<file path="src/logic/ircg_params.svh">
/*
 * Offsets, field positions and reset values of the infrared carrier generator.
 * Assumes inclusion by bare name from the package and the design module.
 */
`ifndef IRCG_PARAMS_SVH
`define IRCG_PARAMS_SVH

// register offsets (byte wide registers)
`define IRCG_ADDR_W 8
`define IRCG_OFS_PRI_HIGH 8'h10
`define IRCG_OFS_PRI_LOW 8'h11
`define IRCG_OFS_SEC_HIGH 8'h12
`define IRCG_OFS_SEC_LOW 8'h13
`define IRCG_OFS_CONTROL 8'h14

// field positions
`define IRCG_BIT_LATCH 7
`define IRCG_BIT_POLARITY 6
`define IRCG_COUNT_MSB 5
`define IRCG_COUNT_W 6
`define IRCG_BIT_ENABLE 0
`define IRCG_BIT_FSK 1
`define IRCG_BIT_BASEBAND 2
`define IRCG_BIT_SEC_ACTIVE 4
`define IRCG_BIT_CARRIER 5
`define IRCG_BIT_HALF_RATE 6

// reset values
`define IRCG_RST_LATCH 1'b0
`define IRCG_RST_POLARITY 1'b0
`define IRCG_RST_CONTROL 8'h00
`define IRCG_RST_COUNT 6'h00

`endif

</file>
<file path="src/logic/ircg_pkg.sv">
/*
 * Types shared by the infrared carrier generator.
 * Assumes ircg_params.svh is on the include path.
 */
`include "ircg_params.svh"

package ircg_pkg;
   // compare phase: which count of the pair is being matched
   typedef enum logic {
      IRCG_PH_HIGH = 1'b0,
      IRCG_PH_LOW = 1'b1
   } ircg_phase_e;

   typedef logic [`IRCG_COUNT_W-1:0] ircg_count_t;
   typedef logic [7:0] ircg_byte_t;
endpackage : ircg_pkg

</file>
<file path="src/logic/ircg_carrier.sv">
/*
 * Infrared carrier generator: count registers, output latch, polarity,
 * 6-bit high/low time counter and infrared pin selection.
 * Assumes a modulator outside that supplies its output level and a
 * one-cycle pulse at each mark expiry, and a plain register port master.
 * Assumes software loads nonzero counts before it sets the enable bit.
 */
// Chosen here: the strobed register port.
//
// Overview of operation
// - carrier period is high count plus low count
// - second count pair kept for FSK
// - generator runs only when enabled, not baseband
// - 6-bit up counter, match clears, swaps compare
// - high match drives low, low match high
// - frequency is input clock over count sum
// - half-rate prescale halves generator input clock
// - primary high holds latch, polarity, count
// - primary low holds latch, zero, count
// - secondary registers hold count, upper bits zero
// - time mode uses primary pair only
// - FSK mode alternates pairs under modulator
// - primary high write updates latch and fields together
// - disabled block drives pin from latch
// - polarity bit inverts pin, resets zero
// - bit 7 of primaries reads latch
// - high write loads latch, low write later
// - output latch cleared by reset
// - baseband holds carrier high
// - FSK swaps pairs at each mark expiry
// - enabled block drives pin from modulator

`timescale 1ns/1ps
`include "ircg_params.svh"

module ircg_carrier
   import ircg_pkg::*;
(
   // clock and reset
   input wire logic clk,
   input wire logic rst_n,
   // register port
   input wire logic [`IRCG_ADDR_W-1:0] reg_addr,
   input wire logic [7:0] reg_wdata,
   input wire logic reg_wr,
   input wire logic reg_rd,
   output logic [7:0] reg_rdata,
   // modulator side
   input wire logic mark_expired,
   input wire logic modulator_out,
   output logic carrier_out,
   // infrared output pin
   output logic infrared_output_pin
);

   // decoded write strobes
   logic wr_pri_high;
   logic wr_pri_low;
   logic wr_sec_high;
   logic wr_sec_low;
   logic wr_control;

   // register contents
   ircg_count_t primary_high_count_q;
   ircg_count_t primary_low_count_q;
   ircg_count_t secondary_high_count_q;
   ircg_count_t secondary_low_count_q;
   logic output_polarity_q;
   logic latch_q;
   logic latch_pend_q;
   logic latch_pend_val_q;
   logic modulator_carrier_enable_q;
   logic fsk_mode_q;
   logic baseband_select_q;
   logic half_rate_prescale_q;

   // generator state
   ircg_count_t count_q;
   ircg_count_t count_d;
   ircg_count_t compare_val;
   ircg_phase_e phase_q;
   logic use_secondary_q;
   logic prescale_q;
   logic run;
   logic tick;
   logic match;

   // address match used by every strobe decode
   function automatic logic hit(input logic [`IRCG_ADDR_W-1:0] a,
                                input logic [`IRCG_ADDR_W-1:0] ofs);
      hit = (a == ofs);
   endfunction : hit

   // choose the count of the active pair for the active phase
   function automatic ircg_count_t pick(input logic sec, input ircg_phase_e ph,
                                        input ircg_count_t pri_hi, input ircg_count_t pri_lo,
                                        input ircg_count_t sec_hi, input ircg_count_t sec_lo);
      if (sec) begin
         pick = (ph == IRCG_PH_HIGH) ? sec_hi : sec_lo;
      end else begin
         pick = (ph == IRCG_PH_HIGH) ? pri_hi : pri_lo;
      end
   endfunction : pick

   // write strobe decode
   // unmapped addresses fall through and are ignored
   assign wr_pri_high = reg_wr && hit(reg_addr, `IRCG_OFS_PRI_HIGH);
   assign wr_pri_low = reg_wr && hit(reg_addr, `IRCG_OFS_PRI_LOW);
   assign wr_sec_high = reg_wr && hit(reg_addr, `IRCG_OFS_SEC_HIGH);
   assign wr_sec_low = reg_wr && hit(reg_addr, `IRCG_OFS_SEC_LOW);
   assign wr_control = reg_wr && hit(reg_addr, `IRCG_OFS_CONTROL);

   // primary high count: data only, left untouched by reset
   // a zero count never matches before the counter wraps through 64
   always_ff @(posedge clk) begin
      if (wr_pri_high) begin
         primary_high_count_q <= reg_wdata[`IRCG_COUNT_MSB:0];
      end
   end

   // primary low count, loaded by the same write as the delayed latch
   always_ff @(posedge clk) begin
      if (wr_pri_low) begin
         primary_low_count_q <= reg_wdata[`IRCG_COUNT_MSB:0];
      end
   end

   // secondary high count, only compared in FSK mode
   always_ff @(posedge clk) begin
      if (wr_sec_high) begin
         secondary_high_count_q <= reg_wdata[`IRCG_COUNT_MSB:0];
      end
   end

   // secondary low count, only compared in FSK mode
   always_ff @(posedge clk) begin
      if (wr_sec_low) begin
         secondary_low_count_q <= reg_wdata[`IRCG_COUNT_MSB:0];
      end
   end

   // polarity bit, written only through the primary high register
   always_ff @(posedge clk) begin
      if (!rst_n) begin
         output_polarity_q <= `IRCG_RST_POLARITY;
      end else if (wr_pri_high) begin
         output_polarity_q <= reg_wdata[`IRCG_BIT_POLARITY];
      end
   end

   // low-register write is held one clock before reaching the latch
   always_ff @(posedge clk) begin
      if (!rst_n) begin
         latch_pend_q <= 1'b0;
      end else begin
         latch_pend_q <= wr_pri_low;
      end
   end

   // bit 7 of that write, carried beside the pending flag
   always_ff @(posedge clk) begin
      latch_pend_val_q <= reg_wdata[`IRCG_BIT_LATCH];
   end

   // output latch: high write lands at once, low write one cycle on
   // a high write in the same cycle as a pending low write wins
   always_ff @(posedge clk) begin
      if (!rst_n) begin
         latch_q <= `IRCG_RST_LATCH;
      end else if (wr_pri_high) begin
         latch_q <= reg_wdata[`IRCG_BIT_LATCH];
      end else if (latch_pend_q) begin
         latch_q <= latch_pend_val_q;
      end
   end

   // reset image of the control byte, taken apart bit by bit below
   localparam logic [7:0] rst_control = `IRCG_RST_CONTROL;

   // enable bit: runs the generator and hands the pin to the modulator
   always_ff @(posedge clk) begin
      if (!rst_n) begin
         modulator_carrier_enable_q <= rst_control[`IRCG_BIT_ENABLE];
      end else if (wr_control) begin
         modulator_carrier_enable_q <= reg_wdata[`IRCG_BIT_ENABLE];
      end
   end

   // mode bit: FSK lets the modulator swap count pairs
   always_ff @(posedge clk) begin
      if (!rst_n) begin
         fsk_mode_q <= rst_control[`IRCG_BIT_FSK];
      end else if (wr_control) begin
         fsk_mode_q <= reg_wdata[`IRCG_BIT_FSK];
      end
   end

   // baseband bit: stops the generator and holds the carrier high
   always_ff @(posedge clk) begin
      if (!rst_n) begin
         baseband_select_q <= rst_control[`IRCG_BIT_BASEBAND];
      end else if (wr_control) begin
         baseband_select_q <= reg_wdata[`IRCG_BIT_BASEBAND];
      end
   end

   // half-rate bit is not double buffered; a change mid burst stretches a phase
   always_ff @(posedge clk) begin
      if (!rst_n) begin
         half_rate_prescale_q <= rst_control[`IRCG_BIT_HALF_RATE];
      end else if (wr_control) begin
         half_rate_prescale_q <= reg_wdata[`IRCG_BIT_HALF_RATE];
      end
   end

   // generator clocking conditions
   // with half rate every other clock is a tick, so both phases double
   assign run = modulator_carrier_enable_q && !baseband_select_q;
   assign tick = run && (!half_rate_prescale_q || prescale_q);

   // divide-by-two prescaler, restarts whenever the generator stops
   // a fresh start gives the first phase its full length
   always_ff @(posedge clk) begin
      if (!rst_n) begin
         prescale_q <= 1'b0;
      end else if (!run) begin
         prescale_q <= 1'b0;
      end else begin
         prescale_q <= !prescale_q;
      end
   end

   // compare value and increment
   // the compare sees the incremented value, so a count of n takes n ticks
   assign compare_val = pick(use_secondary_q, phase_q, primary_high_count_q,
                             primary_low_count_q, secondary_high_count_q,
                             secondary_low_count_q);
   assign count_d = count_q + 6'h01;
   assign match = (count_d == compare_val);

   // 6-bit up counter, cleared on every match
   // stopping clears it so the next start counts a whole high phase
   always_ff @(posedge clk) begin
      if (!rst_n) begin
         count_q <= `IRCG_RST_COUNT;
      end else if (!run) begin
         count_q <= `IRCG_RST_COUNT;
      end else if (tick) begin
         count_q <= match ? `IRCG_RST_COUNT : count_d;
      end
   end

   // phase machine: high compare then low compare, repeating
   // a single bit, so the gray order holds trivially
   always_ff @(posedge clk) begin
      if (!rst_n) begin
         phase_q <= IRCG_PH_HIGH;
      end else if (!run) begin
         phase_q <= IRCG_PH_HIGH;
      end else if (tick && match) begin
         case (phase_q)
            IRCG_PH_HIGH: begin
               phase_q <= IRCG_PH_LOW;
            end
            IRCG_PH_LOW: begin
               phase_q <= IRCG_PH_HIGH;
            end
            default: begin
               phase_q <= IRCG_PH_HIGH;
            end
         endcase
      end
   end

   // carrier level to the modulator
   // high while stopped so the modulator sees a clean first edge
   always_ff @(posedge clk) begin
      if (!rst_n) begin
         carrier_out <= 1'b1;
      end else if (!run) begin
         carrier_out <= 1'b1;
      end else if (tick && match) begin
         carrier_out <= (phase_q == IRCG_PH_LOW);
      end
   end

   // pair select: primary in time mode, swapped per mark expiry in FSK
   // the swap acts on the very next compare; an expiry in mid phase can
   // leave the count above the new value, stretching that phase by a wrap
   always_ff @(posedge clk) begin
      if (!rst_n) begin
         use_secondary_q <= 1'b0;
      end else if (!run || !fsk_mode_q) begin
         use_secondary_q <= 1'b0;
      end else if (mark_expired) begin
         use_secondary_q <= !use_secondary_q;
      end
   end

   // pin: latch when disabled, modulator when enabled, then polarity
   // polarity acts on both sources, so the idle pin level follows it too
   always_ff @(posedge clk) begin
      if (!rst_n) begin
         infrared_output_pin <= `IRCG_RST_LATCH ^ `IRCG_RST_POLARITY;
      end else if (modulator_carrier_enable_q) begin
         infrared_output_pin <= modulator_out ^ output_polarity_q;
      end else begin
         infrared_output_pin <= latch_q ^ output_polarity_q;
      end
   end

   // read data, valid in the cycle after the strobe only
   // zero outside that cycle keeps stale data off the bus
   always_ff @(posedge clk) begin
      if (!rst_n) begin
         reg_rdata <= 8'h00;
      end else if (!reg_rd) begin
         reg_rdata <= 8'h00;
      end else begin
         case (reg_addr)
            `IRCG_OFS_PRI_HIGH: begin
               reg_rdata <= {latch_q, output_polarity_q, primary_high_count_q};
            end
            `IRCG_OFS_PRI_LOW: begin
               reg_rdata <= {latch_q, 1'b0, primary_low_count_q};
            end
            `IRCG_OFS_SEC_HIGH: begin
               reg_rdata <= {2'b00, secondary_high_count_q};
            end
            `IRCG_OFS_SEC_LOW: begin
               reg_rdata <= {2'b00, secondary_low_count_q};
            end
            `IRCG_OFS_CONTROL: begin
               reg_rdata <= {1'b0, half_rate_prescale_q, carrier_out, use_secondary_q,
                             1'b0, baseband_select_q, fsk_mode_q,
                             modulator_carrier_enable_q};
            end
            default: begin
               reg_rdata <= 8'h00;
            end
         endcase
      end
   end

endmodule : ircg_carrier

</file>
<file path="config.mk">
export PLATFORM = sky130hd
export DESIGN_NAME = ircg_carrier
export DESIGN_NICKNAME = d
export VERILOG_FILES = /design/src/logic/ircg_pkg.sv /design/src/logic/ircg_carrier.sv
export VERILOG_INCLUDE_DIRS = /design/src /design/src/logic
export SDC_FILE = /design/constraint.sdc
export NUM_CORES = 1
export LEC_CHECK = 0
export ABC_AREA = 1
export BUFFER_PORTS_ARGS = -buffer_cell sky130_fd_sc_hd__buf_2
export CAP_MARGIN = 20
export CORE_AREA = 2 2 108 58
export CTS_CLUSTER_SIZE = 25
export DETAILED_ROUTE_END_ITERATION = 10
export DIE_AREA = 0 0 110 60
export SYNTH_ARGS = -nofsm -noshare
export SYNTH_HDL_FRONTEND = slang
export SYNTH_SLANG_ARGS = --single-unit
</file>
<file path="constraint.sdc">
create_clock -name clk -period 2.1 [get_ports clk]
set_input_delay 0.105 -clock clk [delete_from_list [all_inputs] [get_ports clk]]
set_output_delay 0.105 -clock clk [all_outputs]
set_load 0.01 [all_outputs]
</file>
==> results.sh <==
export IMPL_critPathCaptureType="flop"
export IMPL_cp_max_fo=6
export IMPL_antenna_left=0
export IMPL_drv_slew=0
export IMPL_yosysSeqAreaShare_pct=51.25
export IMPL_ios=32
export IMPL_die_area_mm2=0.006600
export IMPL_final_area_mm2=0.002786
export IMPL_rsz0062_at_grt="no"
export IMPL_reg2reg_setup_slack_ns=0.40
export IMPL_timing_hold_worst_path_depth=3
export IMPL_synth_edf_count=24
export IMPL_cts_buffers=5
export IMPL_via_count=2135
export IMPL_initial_core_util_pct=42.95
export IMPL_avgViaCountPerCell=5.298
export IMPL_cp_common_cell="nand2_1"
export IMPL_worst_pin_slew_ns=0.6082
export IMPL_ctsResizeCount=0
export IMPL_ys_seq_elements=51
export IMPL_p_leak_uw=0.001174
export IMPL_path_cells="ha_1 > nand3_1 > nand2_1 > nand2_1 > inv_1 > nand2_1 > nand2_1 > nand2_1 > nor2_2 > nand2_2 > nand2_2 > nor2_1"
export IMPL_reg2reg_to="count_q[4]"
export IMPL_setup_violations=0
export IMPL_cts_sinks=51
export IMPL_placed_area_mm2=0.002695
export IMPL_cts_root_buf="clkbuf_8"
export IMPL_fin_setup_tns_ns=0
export IMPL_rr_startpoint="count_q[0]"
export IMPL_arrival_ns=1.90
export IMPL_finalHoldViolations=0
export IMPL_crit_family="simple AND/OR/NAND/NOR gates"
export IMPL_grt_pass1_vias=1913
export IMPL_gr_total_overflow=0
export IMPL_peakVddDrop_uv=365.7
export IMPL_relSlewSlack_pct=59.30
export IMPL_drv_cap=0
export IMPL_min_path_type="input port to flop"
export IMPL_insertion_delay_ns=0.31
export IMPL_fp_dieH_um=60
export IMPL_holdBufCountCts=1
export IMPL_syn_inst=287
export IMPL_worstHoldStart="reg_wdata[6]"
export IMPL_dr_first_iter_drc_count=166
export IMPL_rows=20
export IMPL_powerDensity_mw_per_mm2=601.5
export IMPL_async_reset_ff_share_pct=0
export IMPL_ctsLongestPathBuffers=2
export IMPL_crit_type="flop to flop"
export IMPL_coreArea_mm2=0.005731
export IMPL_cp_startpoint="count_q[0]"
export IMPL_layout_commonest_cell="nand2_1"
export IMPL_r2r_cells=12
export IMPL_whs_ns=0.02459
export IMPL_final_util_pct=48.62
export IMPL_synth_top_cell_area_share_pct=29.28
export IMPL_grtUsageTotal_pct=21.21
export IMPL_cpPeakStageDelay_ns=0.44
export IMPL_startpoint_type="flop"
export IMPL_syn_nets=310
export IMPL_grt_max_degree=16
export IMPL_worstHoldEndpoint="output_polarity_q"
export IMPL_nets=348
export IMPL_antenna_found_initial=0
export IMPL_diodes=0
export IMPL_synth_area_mm2=0.002461
export IMPL_port_buffers=31
export IMPL_synth_avg_cell_area_um2=8.575
export IMPL_die_w_um=110
export IMPL_yosys_warnings=0
export IMPL_wl_per_cell_um=15.09
export IMPL_hpwl_um=4716
export IMPL_synth_cell_types=36
export IMPL_final_cell_mix="nand2_1 (80), nand3_1 (35), buf_2 (31), dfxtp_1 (27), inv_1 (26)"
export IMPL_post_cts_buffers=0
export IMPL_outcome="complete, no violations"
export IMPL_clk_pin_slew_ns=0.09
export IMPL_areaGrowthSynthToFinish_pct=13.22
export IMPL_fin_skew_ns=0.002250
export IMPL_layout_min_cycle_time_ns=1.695
export IMPL_finalWirelength_um=6083
export IMPL_timing_final_crit_share_pct=80.72
export IMPL_synth_area_leaders="edfxtp_1 (29%), dfxtp_1 (22%), nand2_1 (12%), nand3_1 (7.1%), inv_1 (4.0%)"
export IMPL_slowest_stage="dfxtp_1"
export IMPL_gp_congestion=0.8253
export IMPL_worst_path_buf_inv=1
export IMPL_synth_flop_cell="dfxtp_1"
export IMPL_htree_levels=2
export IMPL_drt_first_pass_iters=8
export IMPL_yosysTopAreaCell="edfxtp_1"
export IMPL_fmaxAchievable_ghz=0.5899
export IMPL_cts_tree="built"
export IMPL_drive_above_1_share_pct=18.71
export IMPL_grt_pass1_wl_um=9949
export IMPL_drc=0
export IMPL_worstPathRequired_ns=2.30
[flip-flops by register name, summed over array words and instances, names as in the netlist]
| register | count |
|---|---|
| secondary_high_count_q | 6 |
| prescale_q | 1 |
| latch_q | 1 |
| output_polarity_q | 1 |
| baseband_select_q | 1 |
| primary_low_count_q | 6 |
| reg_rdata | 8 |
| fsk_mode_q | 1 |
| half_rate_prescale_q | 1 |
| count_q | 6 |
| carrier_out | 1 |
| latch_pend_q | 1 |
| primary_high_count_q | 6 |
| phase_q | 1 |
| use_secondary_q | 1 |
| latch_pend_val_q | 1 |
| secondary_low_count_q | 6 |
| infrared_output_pin | 1 |
| modulator_carrier_enable_q | 1 |
[Yosys cell counts, types with 2 or more instances]
master / instances
nor2_1: 25
nor3_1: 3
nand3_1: 35
nor2_8: 2
buf_2: 2
nand2_1: 80
nand4_1: 9
dfxtp_1: 27
o21ai_0: 5
nand2_4: 2
xnor2_1: 2
edfxtp_1: 24
inv_1: 26
buf_6: 4
nand3b_1: 2
o22ai_1: 5
nor4_1: 3
a21oi_1: 12
nand2_2: 2
[worst register-to-register path, cell delays in order (launching register included)]
cell	delay, ns
dfxtp_1	0.44
ha_1	0.25
nand3_1	0.09
nand2_1	0.07
nand2_1	0.08
inv_1	0.06
nand2_1	0.04
nand2_1	0.05
nand2_1	0.06
nor2_2	0.15
nand2_2	0.10
nand2_2	0.14
nor2_1	0.06
[per-layer routing]
layer  global-route usage [%]  up-vias  share of wire [%]
li1                         -     1038                  -
met1                    32.99      989                 51
met2                    28.92      104                 39
met3                    5.016        4                 10
met4                    5.787        0               0.39
met5                        0        -                  0
[stage by stage]
stage | cells | setup slack, ns | total power, uW
2_1_floorplan | 287 | 0.4544 | 1102
3_3_place_gp | 394 | 0.3858 | 1135
3_5_place_dp | 394 | 0.3822 | 1137
4_1_cts | 403 | 0.4216 | 1693
5_1_grt | 403 | 0.2006 | 1743
6_report | 403 | 0.4048 | 1676
[how the worst max path moves through the flow]
stage                                      to  slack, ns  cells after the start
floorplan            secondary_low_count_q[0]       0.45                      5
global placement    secondary_high_count_q[0]       0.39                      5
detailed placement  secondary_high_count_q[5]       0.38                      5
CTS                                count_q[4]       0.42                     12
global route                       count_q[5]       0.20                     12
finish                             count_q[4]       0.40                     12
[logic make-up (layout without fill, tap and decap cells)]
logic type / after synthesis / in the layout / share of synthesized area (%)
AOI/OAI and AO/OA: 26 / 26 / 6.050
xor gates and xnor gates: 2 / 2 / 0.7119
adders and majority gates: 1 / 1 / 0.5083
buffers and inverters: 37 / 76 / 7.626
DFF: 51 / 51 / 51.25
and+or+nand+nor: 170 / 170 / 33.86
[cell type report]
type,count,area [um2]
Clock buffer,7,76.32
Clock inverter,1,5.005
Tap cell,77,96.34
Inverter,30,125.1
Multi-Input combinational cell,199,1012
Timing Repair Buffer,38,210.2
Fill cell,552,2944
Sequential cell,51,1261
[where the power goes]
part           leakage, uW  total (uW)  internal, uW  switching (uW)
clock network    0.0000422         561           235             326
logic             0.000699        73.8          24.7            49.1
registers         0.000433        1040          1040            1.14
total              0.00117        1680          1300             377
Power figures use the tool's default switching activity.
